## src/ifs_bank_two_pkg.sv

```systemverilog
// Constants, register map and carrier types for the second flag bank
package ifs_bank_two_pkg;

   localparam int          FLAG_WIDTH     = 16;
   localparam int          BUS_ADDR_WIDTH = 4;
   localparam int          BUS_DATA_WIDTH = 32;

   // Byte offsets on the register bus
   localparam logic [3:0]  OFS_FLAGS      = 4'h0;
   localparam logic [3:0]  OFS_MASK       = 4'h4;
   localparam logic [3:0]  OFS_FLAGS_CLR  = 4'h8;
   localparam logic [3:0]  OFS_PENDING    = 4'hc;

   // Reset values
   localparam logic [15:0] FLAGS_RESET    = 16'h0000;
   localparam logic [15:0] MASK_RESET     = 16'h0000;

   // Bit positions of the flags
   localparam int          POS_TIMER_SIX  = 15;
   localparam int          POS_DMA_FOUR   = 14;
   localparam int          POS_UNUSED     = 13;
   localparam int          POS_OC_EIGHT   = 12;
   localparam int          POS_OC_SEVEN   = 11;
   localparam int          POS_OC_SIX     = 10;
   localparam int          POS_OC_FIVE    = 9;
   localparam int          POS_IC_SIX     = 8;
   localparam int          POS_IC_FIVE    = 7;
   localparam int          POS_IC_FOUR    = 6;
   localparam int          POS_IC_THREE   = 5;
   localparam int          POS_DMA_THREE  = 4;
   localparam int          POS_CAN_EVENT  = 3;
   localparam int          POS_CAN_RX     = 2;
   localparam int          POS_SPI_EVENT  = 1;
   localparam int          POS_SPI_ERROR  = 0;

   // Every bit except the unused slot holds a flag
   localparam logic [15:0] FLAG_IMPL_MASK = 16'hdfff;

   // Field order follows the bit positions, bit 15 first
   typedef struct packed {
      logic timer_six_request_flag;
      logic dma_ch_four_done_flag;
      logic unused_slot;
      logic out_cmp_eight_flag;
      logic out_cmp_seven_flag;
      logic out_cmp_six_flag;
      logic out_cmp_five_flag;
      logic in_cap_six_flag;
      logic in_cap_five_flag;
      logic in_cap_four_flag;
      logic in_cap_three_flag;
      logic dma_ch_three_done_flag;
      logic can_one_event_flag;
      logic can_one_rx_ready_flag;
      logic spi_two_event_flag;
      logic spi_two_error_flag;
   } flag_bits_type;

endpackage

```

## src/ifs_bank_two.sv

```systemverilog
// Interrupt flag bank two: sticky flags, mask, bus slave and interrupt line
//
// Our own choices: the placing of the registers and the Avalon-MM slave port.
`timescale 1ns/1ps
`default_nettype none

// How it works
// - A source request sets its flag until changed
// - A zero flag means nothing pending
// - Output compare seven flag sits at bit 11
// - Output compare five flag sits at bit 9
// - Input capture six flag sits at bit 8
// - Input capture three flag sits at bit 5
// - CAN one receive-ready flag sits at bit 2
// - SPI two event flag sits at bit 1
// - SPI two error flag sits at bit 0
module ifs_bank_two
   import ifs_bank_two_pkg::*;
(
   input  wire logic                      CLK_SYS_I,
   input  wire logic                      ARST_N_I,
   input  wire logic [BUS_ADDR_WIDTH-1:0] AVS_ADDRESS_I,
   input  wire logic                      AVS_READ_I,
   input  wire logic                      AVS_WRITE_I,
   input  wire logic [BUS_DATA_WIDTH-1:0] AVS_WRITEDATA_I,
   input  wire logic [3:0]                AVS_BYTEENABLE_I,
   output logic      [BUS_DATA_WIDTH-1:0] AVS_READDATA_O,
   output logic                           AVS_WAITREQUEST_O,
   input  wire flag_bits_type             SRC_REQ_I,
   output flag_bits_type                  FLAGS_O,
   output logic                           IRQ_O
);

   ////////////////////////////////////////////////////////////////////////
   // Helpers

   function automatic logic hit(input logic [3:0] addr,
                                input logic [3:0] ofs);
      hit = (addr == ofs);
   endfunction

   function automatic logic [15:0] lane_mask(input logic [3:0] be);
      lane_mask = {{8{be[1]}}, {8{be[0]}}};
   endfunction

   ////////////////////////////////////////////////////////////////////////
   // Declarations

   logic        ack;
   logic        bus_req;
   logic        do_write;
   logic [15:0] lanes;
   logic [15:0] src_vec;
   logic [15:0] flag_vec;
   logic [15:0] mask;
   logic [15:0] wr_en;
   logic [15:0] clr_vec;
   logic [15:0] pending;
   logic [15:0] next_read;

   ////////////////////////////////////////////////////////////////////////
   // Bus handshake: every access answers on its second cycle

   assign bus_req           = AVS_READ_I | AVS_WRITE_I;
   assign AVS_WAITREQUEST_O = bus_req & ~ack;
   assign do_write          = AVS_WRITE_I & ack;
   assign lanes             = lane_mask(AVS_BYTEENABLE_I);

   always_ff @(posedge CLK_SYS_I or negedge ARST_N_I) begin
      if (!ARST_N_I) begin
         ack <= 1'b0;
      end else begin
         ack <= bus_req & ~ack;
      end
   end

   ////////////////////////////////////////////////////////////////////////
   // Write decode

   // Lanes above bit 15 carry nothing; unmapped writes are dropped
   always_comb begin
      wr_en   = 16'h0000;
      clr_vec = 16'h0000;
      if (do_write && hit(AVS_ADDRESS_I, OFS_FLAGS)) begin
         wr_en = lanes & FLAG_IMPL_MASK;
      end
      if (do_write && hit(AVS_ADDRESS_I, OFS_FLAGS_CLR)) begin
         clr_vec = lanes & AVS_WRITEDATA_I[15:0];
      end
   end

   ////////////////////////////////////////////////////////////////////////
   // Flag cells

   // Struct order fixes every flag at its bit position
   assign src_vec = SRC_REQ_I;

   for (genvar g = 0; g < FLAG_WIDTH; g++) begin : g_flag
      sticky_flag_cell #(
         .IMPLEMENTED (FLAG_IMPL_MASK[g])
      ) u_cell (
         .clk_i    (CLK_SYS_I),
         .arst_n_i (ARST_N_I),
         .set_i    (src_vec[g]),
         .wr_en_i  (wr_en[g]),
         .wr_val_i (AVS_WRITEDATA_I[g]),
         .clr_i    (clr_vec[g]),
         .flag_o   (flag_vec[g])
      );
   end

   assign FLAGS_O = flag_bits_type'(flag_vec);

   ////////////////////////////////////////////////////////////////////////
   // Mask register and interrupt line

   always_ff @(posedge CLK_SYS_I or negedge ARST_N_I) begin
      if (!ARST_N_I) begin
         mask <= MASK_RESET;
      end else if (do_write && hit(AVS_ADDRESS_I, OFS_MASK)) begin
         mask <= (mask & ~lanes) | (AVS_WRITEDATA_I[15:0] & lanes & FLAG_IMPL_MASK);
      end
   end

   // Level output; a zero flag can never hold it up
   assign pending = flag_vec & mask;
   assign IRQ_O   = |pending;

   ////////////////////////////////////////////////////////////////////////
   // Read path

   // Sampled on the first cycle of the access, so a write on the same
   // cycle as the answer is not yet visible in the returned word
   always_comb begin
      next_read = 16'h0000;
      case (AVS_ADDRESS_I)
         OFS_FLAGS:     next_read = flag_vec;
         OFS_FLAGS_CLR: next_read = flag_vec;
         OFS_MASK:      next_read = mask;
         OFS_PENDING:   next_read = pending;
         default:       next_read = 16'h0000;
      endcase
   end

   always_ff @(posedge CLK_SYS_I or negedge ARST_N_I) begin
      if (!ARST_N_I) begin
         AVS_READDATA_O <= 32'h0000_0000;
      end else if (AVS_READ_I && !ack) begin
         AVS_READDATA_O <= {16'h0000, next_read & FLAG_IMPL_MASK};
      end
   end
endmodule
`default_nettype wire

```

## src/sticky_flag_cell.sv

```systemverilog
// One sticky request flag with software write and write-one-to-clear
`timescale 1ns/1ps
`default_nettype none

module sticky_flag_cell #(
   parameter bit IMPLEMENTED = 1'b1
) (
   input  wire logic clk_i,
   input  wire logic arst_n_i,
   input  wire logic set_i,
   input  wire logic wr_en_i,
   input  wire logic wr_val_i,
   input  wire logic clr_i,
   output logic      flag_o
);

   logic next_flag;

   // Hardware set beats any software clear in the same cycle
   always_comb begin
      if (!IMPLEMENTED) begin
         next_flag = 1'b0;
      end else if (set_i) begin
         next_flag = 1'b1;
      end else if (wr_en_i) begin
         next_flag = wr_val_i;
      end else begin
         next_flag = flag_o & ~clr_i;
      end
   end

   always_ff @(posedge clk_i or negedge arst_n_i) begin
      if (!arst_n_i) begin
         flag_o <= 1'b0;
      end else begin
         flag_o <= next_flag;
      end
   end

endmodule
`default_nettype wire
```

## config.mk

```make
export PLATFORM = sky130hd
export DESIGN_NAME = ifs_bank_two
export DESIGN_NICKNAME = d
export VERILOG_FILES = /design/src/ifs_bank_two_pkg.sv /design/src/ifs_bank_two.sv /design/src/sticky_flag_cell.sv
export SDC_FILE = /design/constraint.sdc
export NUM_CORES = 1
export LEC_CHECK = 0
export ABC_CLOCK_PERIOD_IN_PS = 2250
export BUFFER_PORTS_ARGS = -buffer_cell sky130_fd_sc_hd__buf_4
export CAP_MARGIN = 0
export CORE_AREA = 2 2 95 97
export DETAILED_ROUTE_END_ITERATION = 7
export DIE_AREA = 0 0 97 99
export GPL_TIMING_DRIVEN = 0
export PLACE_DENSITY = 0.58
export SLEW_MARGIN = 20
export SYNTH_ARGS = -nofsm -noshare
export SYNTH_HDL_FRONTEND = slang
export SYNTH_SLANG_ARGS = --single-unit
```

## constraint.sdc

```tcl
create_clock -name CLK_SYS_I -period 2.25 [get_ports CLK_SYS_I]
set_clock_uncertainty 0.1 [all_clocks]
set_input_delay 0.45 -clock CLK_SYS_I [delete_from_list [all_inputs] [get_ports CLK_SYS_I]]
set_output_delay 0.45 -clock CLK_SYS_I [all_outputs]
set_load 0.05 [all_outputs]
```

==> results.ini, run 1 <==
[critical_path]
cpMaxStageDelayCell=dfrtp_1
critPathRequiredTime_ps=1700
crit_type=reg -> out
cpPeakStageDelay_ps=430
crit_path_cell_trace=a222oi_1 -> and3_1 -> nand4_1 -> buf_4
cp_max_fo=4
cp-start-kind=flop
arrival_ps=1640
worstSetupEndpointType=primary output

[clock_tree]
clk_latency_ps=300
cts_buffers=5
cts.clk_slew.worst_paths_ps=90
htreeDepth=2
cts.sinks=46
clockRootBuffer=clkbuf_8
ctsResizeCount=0
clk_path_buf_depth=2
postCtsHoldBufs=0
cts_tree=yes

[detailed_routing]
drt-initial-drc-count=126
drt_pass1_iterations=4
via_per_inst=4.910
wirelength_um=7634
wl_per_cell_um=16.31
vias=2298
final_antenna_net_count=0
drc=0

[floorplanning]
die_h_um=99
io_pins=110
initial_utilization=0.2953
core-area_sq_mm=0.008551
fp-row-count=34
dieArea_sq_mm=0.009603
die-width_um=97

[synthesis]
yosys_register_bits=46
synth_largest_area_cell=dfrtp_1
synth-edff-count=0
yosys.area.top_type_share=0.4559
synth.top_cells.by_area=dfrtp_1 (46%), buf_4 (9.8%), o31ai_1 (4.5%)
synthArstFlopShare=1.000
synth_ff_type=dfrtp_1
yosysUniqueCellTypes=31
netlist_area_sq_mm=0.002525
ys_seq_area_frac=0.4559
yosys_warnings=0
synthCells=265
syn_avg_cell_area_sq_um=9.528

[timing]
fin_setup_tns_ps=0
fin_crit_ps=2190
period_share=0.9733
setup_viol=0
worst_pin_slew_ps=883.7
hold_slack_ps=35.17
setup_ws_ps=60.01
hold_viol_final=0
fmax_mhz=456.6
relSlewSlack=0.4096
slew_violations=0

[grt]
overflow=0
grt.total_usage=0.1595
grt_pass1_vias=2257
grt_pass1_wl_um=12080
grt_max_degree=47
antenna_found_initial=0

[power]
p_leak_nw=1.647
powerDensity_mw_per_mm2=596.5
ir_drop_uv=363.0

[cells_and_area]
multi_input_area_sq_mm=0.001040
seq_area_sq_mm=0.001151
final_common_cell=buf_4
mostFrequentLayoutCells=buf_4 (104), dfrtp_1 (46), nand2_1 (26)
layout-drive-gt1-share=0.3361
nNetsFinal=419
area_growth_pct=33.05
fin_util=0.3929
fill_cells=894
antenna_cells=0

[place]
dpl.hpwl_um=5598
place_ws_ps=32.11
portBuffers=70
place.gp.congestion=0.8132

[min_path]
hp-class=in -> async

[run_status]
status=finished, final reports clean

[run]
max_cap_viol_count=0

## stage by stage
| step | power (mW) | std cells | area (sq um) |
|---|---|---|---|
| 2_1_floorplan | 1.233 | 282 | 2589 |
| 3_3_place_gp | 1.395 | 460 | 3249 |
| 3_5_place_dp | 1.403 | 460 | 3249 |
| 4_1_cts | 2.025 | 468 | 3356 |
| 5_1_grt | 2.095 | 468 | 3359 |
| 6_report | 2.004 | 468 | 3359 |
## timing repair
item	4_1_cts	5_1_grt
setup endpoints to repair	0	2
hold endpoints to repair	0	0
buffers inserted	0	1
## path summary, 6_finish.rpt
check                                        start                  endpoint  slack, ps  cells past startpoint
setup / recovery           g_flag[3].u_cell.flag_o                     IRQ_O         60                      4
min in group CLK_SYS_I                SRC_REQ_I[4]   g_flag[4].u_cell.flag_o        240                      3
max in group asynchronous                 ARST_N_I  g_flag[10].u_cell.flag_o       1600                      1
hold reg to reg                  AVS_READDATA_O[8]         AVS_READDATA_O[8]        410                      2
hold / removal                            ARST_N_I   g_flag[1].u_cell.flag_o         40                      1
setup reg to reg                               ack   g_flag[5].u_cell.flag_o        310                      5
## synthesized netlist by cell type, types with 2 or more instances
library cell	n
dfrtp_1	46
buf_4	33
nand2_1	26
inv_1	25
o21ai_0	20
a21oi_1	15
a31oi_1	15
o31ai_1	15
clkbuf_1	11
mux2i_1	10
o221ai_1	10
a32oi_1	5
mux2_2	5
a22oi_1	4
buf_2	3
nand4_1	3
and2_0	2
and4b_1	2
nand4_2	2
nor2_1	2
## where the power goes
| part | internal, mW | switching (mW) | leakage [nW] | total (mW) |
|---|---|---|---|---|
| clock | 0.333 | 0.285 | 0.0524 | 0.618 |
| combinational | 0.160 | 0.289 | 1.08 | 0.449 |
| sequential | 0.884 | 0.0524 | 0.514 | 0.937 |
## critical path: cells and delay by family, from the launching register on
family                 cells  cell delay, ps
AND/OR/NAND/NOR            2             330
AO/OA/AOI/OAI              1             350
flip-flops                 1             430
buffers and inverters      1             220
## logic make-up (layout without fill, tap and decap cells)
| family | Yosys count | in the layout | synth area share |
|---|---|---|---|
| mux | 15 | 15 | 0.06194 |
| other cells | 1 | 18 | 0.001485 |
| simple gates | 44 | 44 | 0.09713 |
| flops | 46 | 46 | 0.4559 |
| compound gates | 87 | 87 | 0.2260 |
| buf+inv | 72 | 150 | 0.1576 |
## cell type report
class,instances,area share
Sequential cell,46,0.3426
Multi-Input combinational cell,164,0.3095
Timing Repair Buffer,71,0.1587
Buffer,46,0.08939
Tap cell,108,0.04022
Inverter,25,0.02793
Clock buffer,7,0.02272
Clock inverter,1,0.008939
## per-layer routing
metal | track usage | vias up | wire, um
li1 | - | 1099 | -
met1 | 0.2147 | 1104 | 3389
met2 | 0.2612 | 89 | 3661
met3 | 0.03546 | 6 | 522
met4 | 0.04225 | 0 | 61
met5 | 0 | - | 0
Note: power is estimated with default switching activity, not from simulation.
==> run 2: changes to the inputs <==
--- a/config.mk
+++ b/config.mk
@@ -8,11 +8,11 @@
 export ABC_CLOCK_PERIOD_IN_PS = 2250
 export BUFFER_PORTS_ARGS = -buffer_cell sky130_fd_sc_hd__buf_4
 export CAP_MARGIN = 0
-export CORE_AREA = 2 2 95 97
+export CORE_AREA = 2 2 76 78
 export DETAILED_ROUTE_END_ITERATION = 7
-export DIE_AREA = 0 0 97 99
+export DIE_AREA = 0 0 78 80
 export GPL_TIMING_DRIVEN = 0
-export PLACE_DENSITY = 0.58
+export PLACE_DENSITY = 0.83
 export SLEW_MARGIN = 20
 export SYNTH_ARGS = -nofsm -noshare
 export SYNTH_HDL_FRONTEND = slang
==> run 2 against run 1 <==
Clock power is 17% lower; critical endpoint unchanged; via count up 2.3%; first-iteration DRC count up 89%; final cell count decreased by 7.7%; non-clock buffer count unchanged; flip-flop and latch count unchanged; register-to-register slack got worse by 70 ps.
==> results.ini, run 2 (same netlist as run 1, synthesis figures left out) <==
[run_status]
status=finished, final reports clean

[timing]
hold_viol_final=0
relSlewSlack=0.4357
fmax_mhz=464.6
setup_ws_ps=97.78
rsz0062_at_grt=false
fin_setup_tns_ps=0
slew_violations=0
setup_viol=0
hold_slack_ps=35.91
fin_crit_ps=2152
worst_pin_slew_ps=844.5
period_share=0.9565

[power]
ir_drop_uv=303.0
powerDensity_mw_per_mm2=576.7
p_leak_nw=1.637
total_power_mw=1.898

[critical_path]
worstSetupEndpointType=primary output
arrival_ps=1600
crit_path_cell_trace=a222oi_1 -> and3_1 -> nand4_1 -> buf_4
crit_type=reg -> out
critPathRequiredTime_ps=1700
cpMaxStageDelayCell=dfrtp_1
cpPeakStageDelay_ps=430
cp_max_fo=4
cp-start-kind=flop

[cells_and_area]
antenna_cells=0
final_common_cell=buf_4
fin_util=0.6088
nNetsFinal=419
mostFrequentLayoutCells=buf_4 (103), dfrtp_1 (46), nand2_1 (26)
area_growth_pct=30.33
layout-drive-gt1-share=0.3361
fill_cells=482

[detailed_routing]
drt_pass1_iterations=5
wl_per_cell_um=16.09
wirelength_um=6951
drt-initial-drc-count=238
drc=0
vias=2352
final_antenna_net_count=0
via_per_inst=5.444

[floorplanning]
io_pins=110
initial_utilization=0.4671
die_h_um=80
dieArea_sq_mm=0.006240
core-area_sq_mm=0.005405
fp-row-count=27
die-width_um=78

[grt]
overflow=0
grt_pass1_vias=2306
use_met1=0.2956
grt.busiest_layer=met2
grt.total_usage=0.2307
gr-usage-met3=0.05204
grt_max_degree=47
grt_pass1_wl_um=11160
antenna_found_initial=0
grt_use_met2=0.3784

[clock_tree]
clk_latency_ps=300
postCtsSetupBuffers=0
cts_buffers=5
cts.sinks=46
cts.clk_slew.worst_paths_ps=90
cts_tree=yes
ctsResizeCount=0
clk_path_buf_depth=2
clockRootBuffer=clkbuf_8
postCtsHoldBufs=0
htreeDepth=2

[place]
place_ws_ps=101.1
dpl.hpwl_um=5150
place.gp.congestion=0.8508
portBuffers=70

[min_path]
hp-class=in -> async

[run]
max_cap_viol_count=0

==> run 2: cell count changes in the layout (fill, tap and decap cells not counted) <==
cell	previous run	this run
buf_4	104	103
bufinv_16	1	0
clkinv_2	0	1
clkinv_4	0	1
==> run 2: path summary, 6_finish.rpt <==
kind                            cells past startpoint                    start                          to  slack, ps
worst max register to register                      6                      ack     g_flag[2].u_cell.flag_o        240
worst min-delay path                                1                 ARST_N_I           AVS_READDATA_O[4]         40
min in group CLK_SYS_I                              3             SRC_REQ_I[7]     g_flag[7].u_cell.flag_o        230
worst max-delay path                                4  g_flag[3].u_cell.flag_o                       IRQ_O        100
max in group asynchronous                           1                 ARST_N_I  asynchronous set/reset pin       1610
worst min register to register                      2        AVS_READDATA_O[1]           AVS_READDATA_O[1]        410
==> run 2: where the power goes <==
group	leakage (nW)	switching (mW)	internal (mW)	total, mW
Clock	0.0452	0.292	0.220	0.512
Combinational	1.08	0.291	0.160	0.451
Sequential	0.514	0.0512	0.884	0.935
==> run 2: area by class of cell <==
type / count / area, sq um / share of cell area
Sequential cell: 46 / 1151 / 0.3498
Tap cell: 72 / 90.09 / 0.02738
Clock buffer: 6 / 72.57 / 0.02205
Timing Repair Buffer: 70 / 525.5 / 0.1597
Multi-Input combinational cell: 164 / 1040 / 0.3160
Inverter: 25 / 93.84 / 0.02852
Buffer: 47 / 304.0 / 0.09240
Clock inverter: 2 / 13.76 / 0.004183
==> run 2: worst max-delay path: cells and delay by family, from the launching register on <==
family                 cells  cell delay, ps
flip-flops                 1             430
AND/OR/NAND/NOR            2             330
AO/OA/AOI/OAI              1             320
buffers and inverters      1             220
==> run 2: stage by stage <==
stage / instance area [sq um] / std cells
detailed placement: 3204 / 424
floorplan: 2589 / 282
finish: 3291 / 432
global route: 3291 / 432
global placement: 3204 / 424
CTS: 3291 / 432
==> run 2: routing by layer <==
metal | share of wire | wire length (um)
met1 | 0.42 | 2898
met2 | 0.49 | 3378
met3 | 0.083 | 577
met4 | 0.014 | 97
met5 | 0 | 0
==> run 3: changes to the inputs <==
--- a/config.mk
+++ b/config.mk
@@ -5,12 +5,13 @@
 export SDC_FILE = /design/constraint.sdc
 export NUM_CORES = 1
 export LEC_CHECK = 0
+export ABC_AREA = 1
 export ABC_CLOCK_PERIOD_IN_PS = 2250
 export BUFFER_PORTS_ARGS = -buffer_cell sky130_fd_sc_hd__buf_4
 export CAP_MARGIN = 0
-export CORE_AREA = 2 2 76 78
+export CORE_AREA = 2 2 81 83
 export DETAILED_ROUTE_END_ITERATION = 7
-export DIE_AREA = 0 0 78 80
+export DIE_AREA = 0 0 83 85
 export GPL_TIMING_DRIVEN = 0
 export PLACE_DENSITY = 0.83
 export SLEW_MARGIN = 20
==> run 3 against run 2 <==
Non-clock buffer count increased by 1; maximum frequency is 12% higher; sequential share of layout area shrank 4.4 points; die area rose by 13%; first-iteration DRC count is 37% lower; cell area increased by 14%; critical path depth grew 1; area after synthesis increased by 19%; total power increased by 18%; critical endpoint unchanged; largest cell class is now multi-input combinational cells; largest power group unchanged.
==> results.ini, run 3 <==
[synthesis]
synth-edff-count=0
yosys.area.top_type_share=0.3846
synthCells=430
synth_largest_area_cell=dfrtp_1
yosysUniqueCellTypes=22
synth_common_cells=nand2_1 (155), inv_1 (67), nand3_1 (62)
yosys_warnings=0
yosys_register_bits=46
yosysMostFrequentCell=nand2_1
synth.top_cells.by_area=dfrtp_1 (38%), nand2_1 (19%), nand3_1 (10%)
synth_ff_type=dfrtp_1
syn_avg_cell_area_sq_um=6.960
ys_seq_area_frac=0.3846
synthArstFlopShare=1.000
netlist_area_sq_mm=0.002993

[cells_and_area]
final_common_cell=nand2_1
area_growth_pct=25.71
multi_input_area_sq_mm=0.001299
antenna_cells=0
seq_area_sq_mm=0.001151
nNetsFinal=583
fin_util=0.6064
mostFrequentLayoutCells=nand2_1 (155), buf_4 (104), inv_1 (67)
layout-drive-gt1-share=0.2538
final_area_sq_mm=0.003762
fill_cells=591

[timing]
period_share=0.8551
slew_violations=0
fin_crit_ps=1924
fmax_mhz=519.8
rsz0062_at_grt=false
fin_setup_tns_ps=0
relSlewSlack=0.6178
worst_pin_slew_ps=573.3
setup_viol=0
hold_viol_final=0

[clock_tree]
clockRootBuffer=clkbuf_8
cts_tree=yes
htreeDepth=2
ctsResizeCount=0
cts.sinks=46
clk_path_buf_depth=2
clk_latency_ps=300
cts.clk_slew.worst_paths_ps=90
postCtsSetupBuffers=0
cts_buffers=5
postCtsHoldBufs=0

[power]
powerDensity_mw_per_mm2=595.5
p_sw_mw=0.8324
switching_share=0.3715
p_seq_frac=0.449
p_leak_nw=2.175
ir_drop_uv=270.7
clkPwrFrac=0.236
internal-power_mw=1.408
total_power_mw=2.241
pwr-share-comb=0.315

[critical_path]
arrival_ps=1370
crit_top_cell=nand2_1
cpMaxStageDelayCell=dfrtp_1
cpPeakStageDelay_ps=450
crit_path_cell_trace=nand2_1 -> nand4_1 -> nor2_1 -> nand2_1 -> buf_4
critPathRequiredTime_ps=1700
worstSetupEndpointType=primary output
critical-path-top-delay-family=flip-flops
cp_max_fo=4
crit_buf_inv=1
crit_type=reg -> out
cp-start-kind=flop

[run]
max_cap_viol_count=0

[detailed_routing]
drt-initial-drc-count=151
vias=2874
wirelength_um=7306
final_antenna_net_count=0
wl_per_cell_um=12.16
drt_pass1_iterations=7
via_per_inst=4.782
drc=0

[floorplanning]
core-area_sq_mm=0.006205
dieArea_sq_mm=0.007055
die_h_um=85
die-width_um=83
initial_utilization=0.4824
io_pins=110
fp-row-count=29

[run_status]
status=finished, final reports clean

[grt]
grt_pass1_vias=2757
grt.total_usage=0.2148
antenna_found_initial=0
grt_max_degree=47
grt_pass1_wl_um=12520
overflow=0

[place]
place.gp.congestion=0.9016
dpl_cell_area_sq_mm=0.003671
portBuffers=69
dpl.hpwl_um=5702

[min_path]
hp-class=in -> async

==> run 3: changes by cell type after synthesis, sizes merged, moves of 11 or more <==
cell    previous run  this run
nand3              0        62
a31oi             15         0
a21oi             15         0
inv               25        69
o31ai             15         0
nand2             26       158
nand3b             0        15
buf               36        47
==> run 3: stage by stage <==
stage | std cells | hold slack, ps | setup slack [ps]
after floorplan | 447 | 54.41 | 552.7
after global placement | 593 | 366.7 | 500.0
after detailed placement | 593 | 366.4 | 486.9
after CTS | 601 | 62.23 | 334.5
after global routing | 601 | 77.85 | 246.8
final | 601 | 35.77 | 326.1
==> run 3: layout make-up <==
type | instances | share of cell area
buffer | 49 | 0.09245
clock buffer | 7 | 0.02295
clock inverter | 1 | 0.001330
inverter | 69 | 0.06884
multi-input combinational | 283 | 0.3452
sequential | 46 | 0.3060
tap | 77 | 0.02561
timing repair buffer | 69 | 0.1377
==> run 3: final timing paths <==
path                       depth (start not counted)                startpoint                          to  slack (ps)
setup / recovery                                   5  g_flag[10].u_cell.flag_o                       IRQ_O         330
hold / removal                                     1                  ARST_N_I     g_flag[8].u_cell.flag_o          40
setup reg to reg                                   6                       ack    g_flag[15].u_cell.flag_o         650
hold reg to reg                                    2         AVS_READDATA_O[7]           AVS_READDATA_O[7]         380
max in group asynchronous                          1                  ARST_N_I  asynchronous set/reset pin        1620
min in group CLK_SYS_I                             3        AVS_WRITEDATA_I[0]                        flop         280
==> run 3: cells by family after synthesis <==
logic type | Yosys count | synth area share
simple gates | 250 | 0.3863
compound gates | 15 | 0.02508
other cells | 1 | 0.001253
flops | 46 | 0.3846
buf+inv | 118 | 0.2028
==> run 3: routing by layer <==
layer	track usage	vias up	share of wire
met2	0.3482	125	0.48
met5	0	-	0
met1	0.2830	1276	0.42
met4	0.09538	0	0.030
met3	0.03891	21	0.072
li1	-	1452	-
==> run 3: power by group through the flow <==
stage | Combinational (mW) | Clock (mW) | Sequential (mW)
floorplan | 0.351 | 0 | 1.15
detailed placement | 0.704 | 0 | 1.02
global route | 0.770 | 0.577 | 1.02
CTS | 0.710 | 0.542 | 1.00
finish | 0.705 | 0.529 | 1.01
global placement | 0.688 | 0 | 1.02
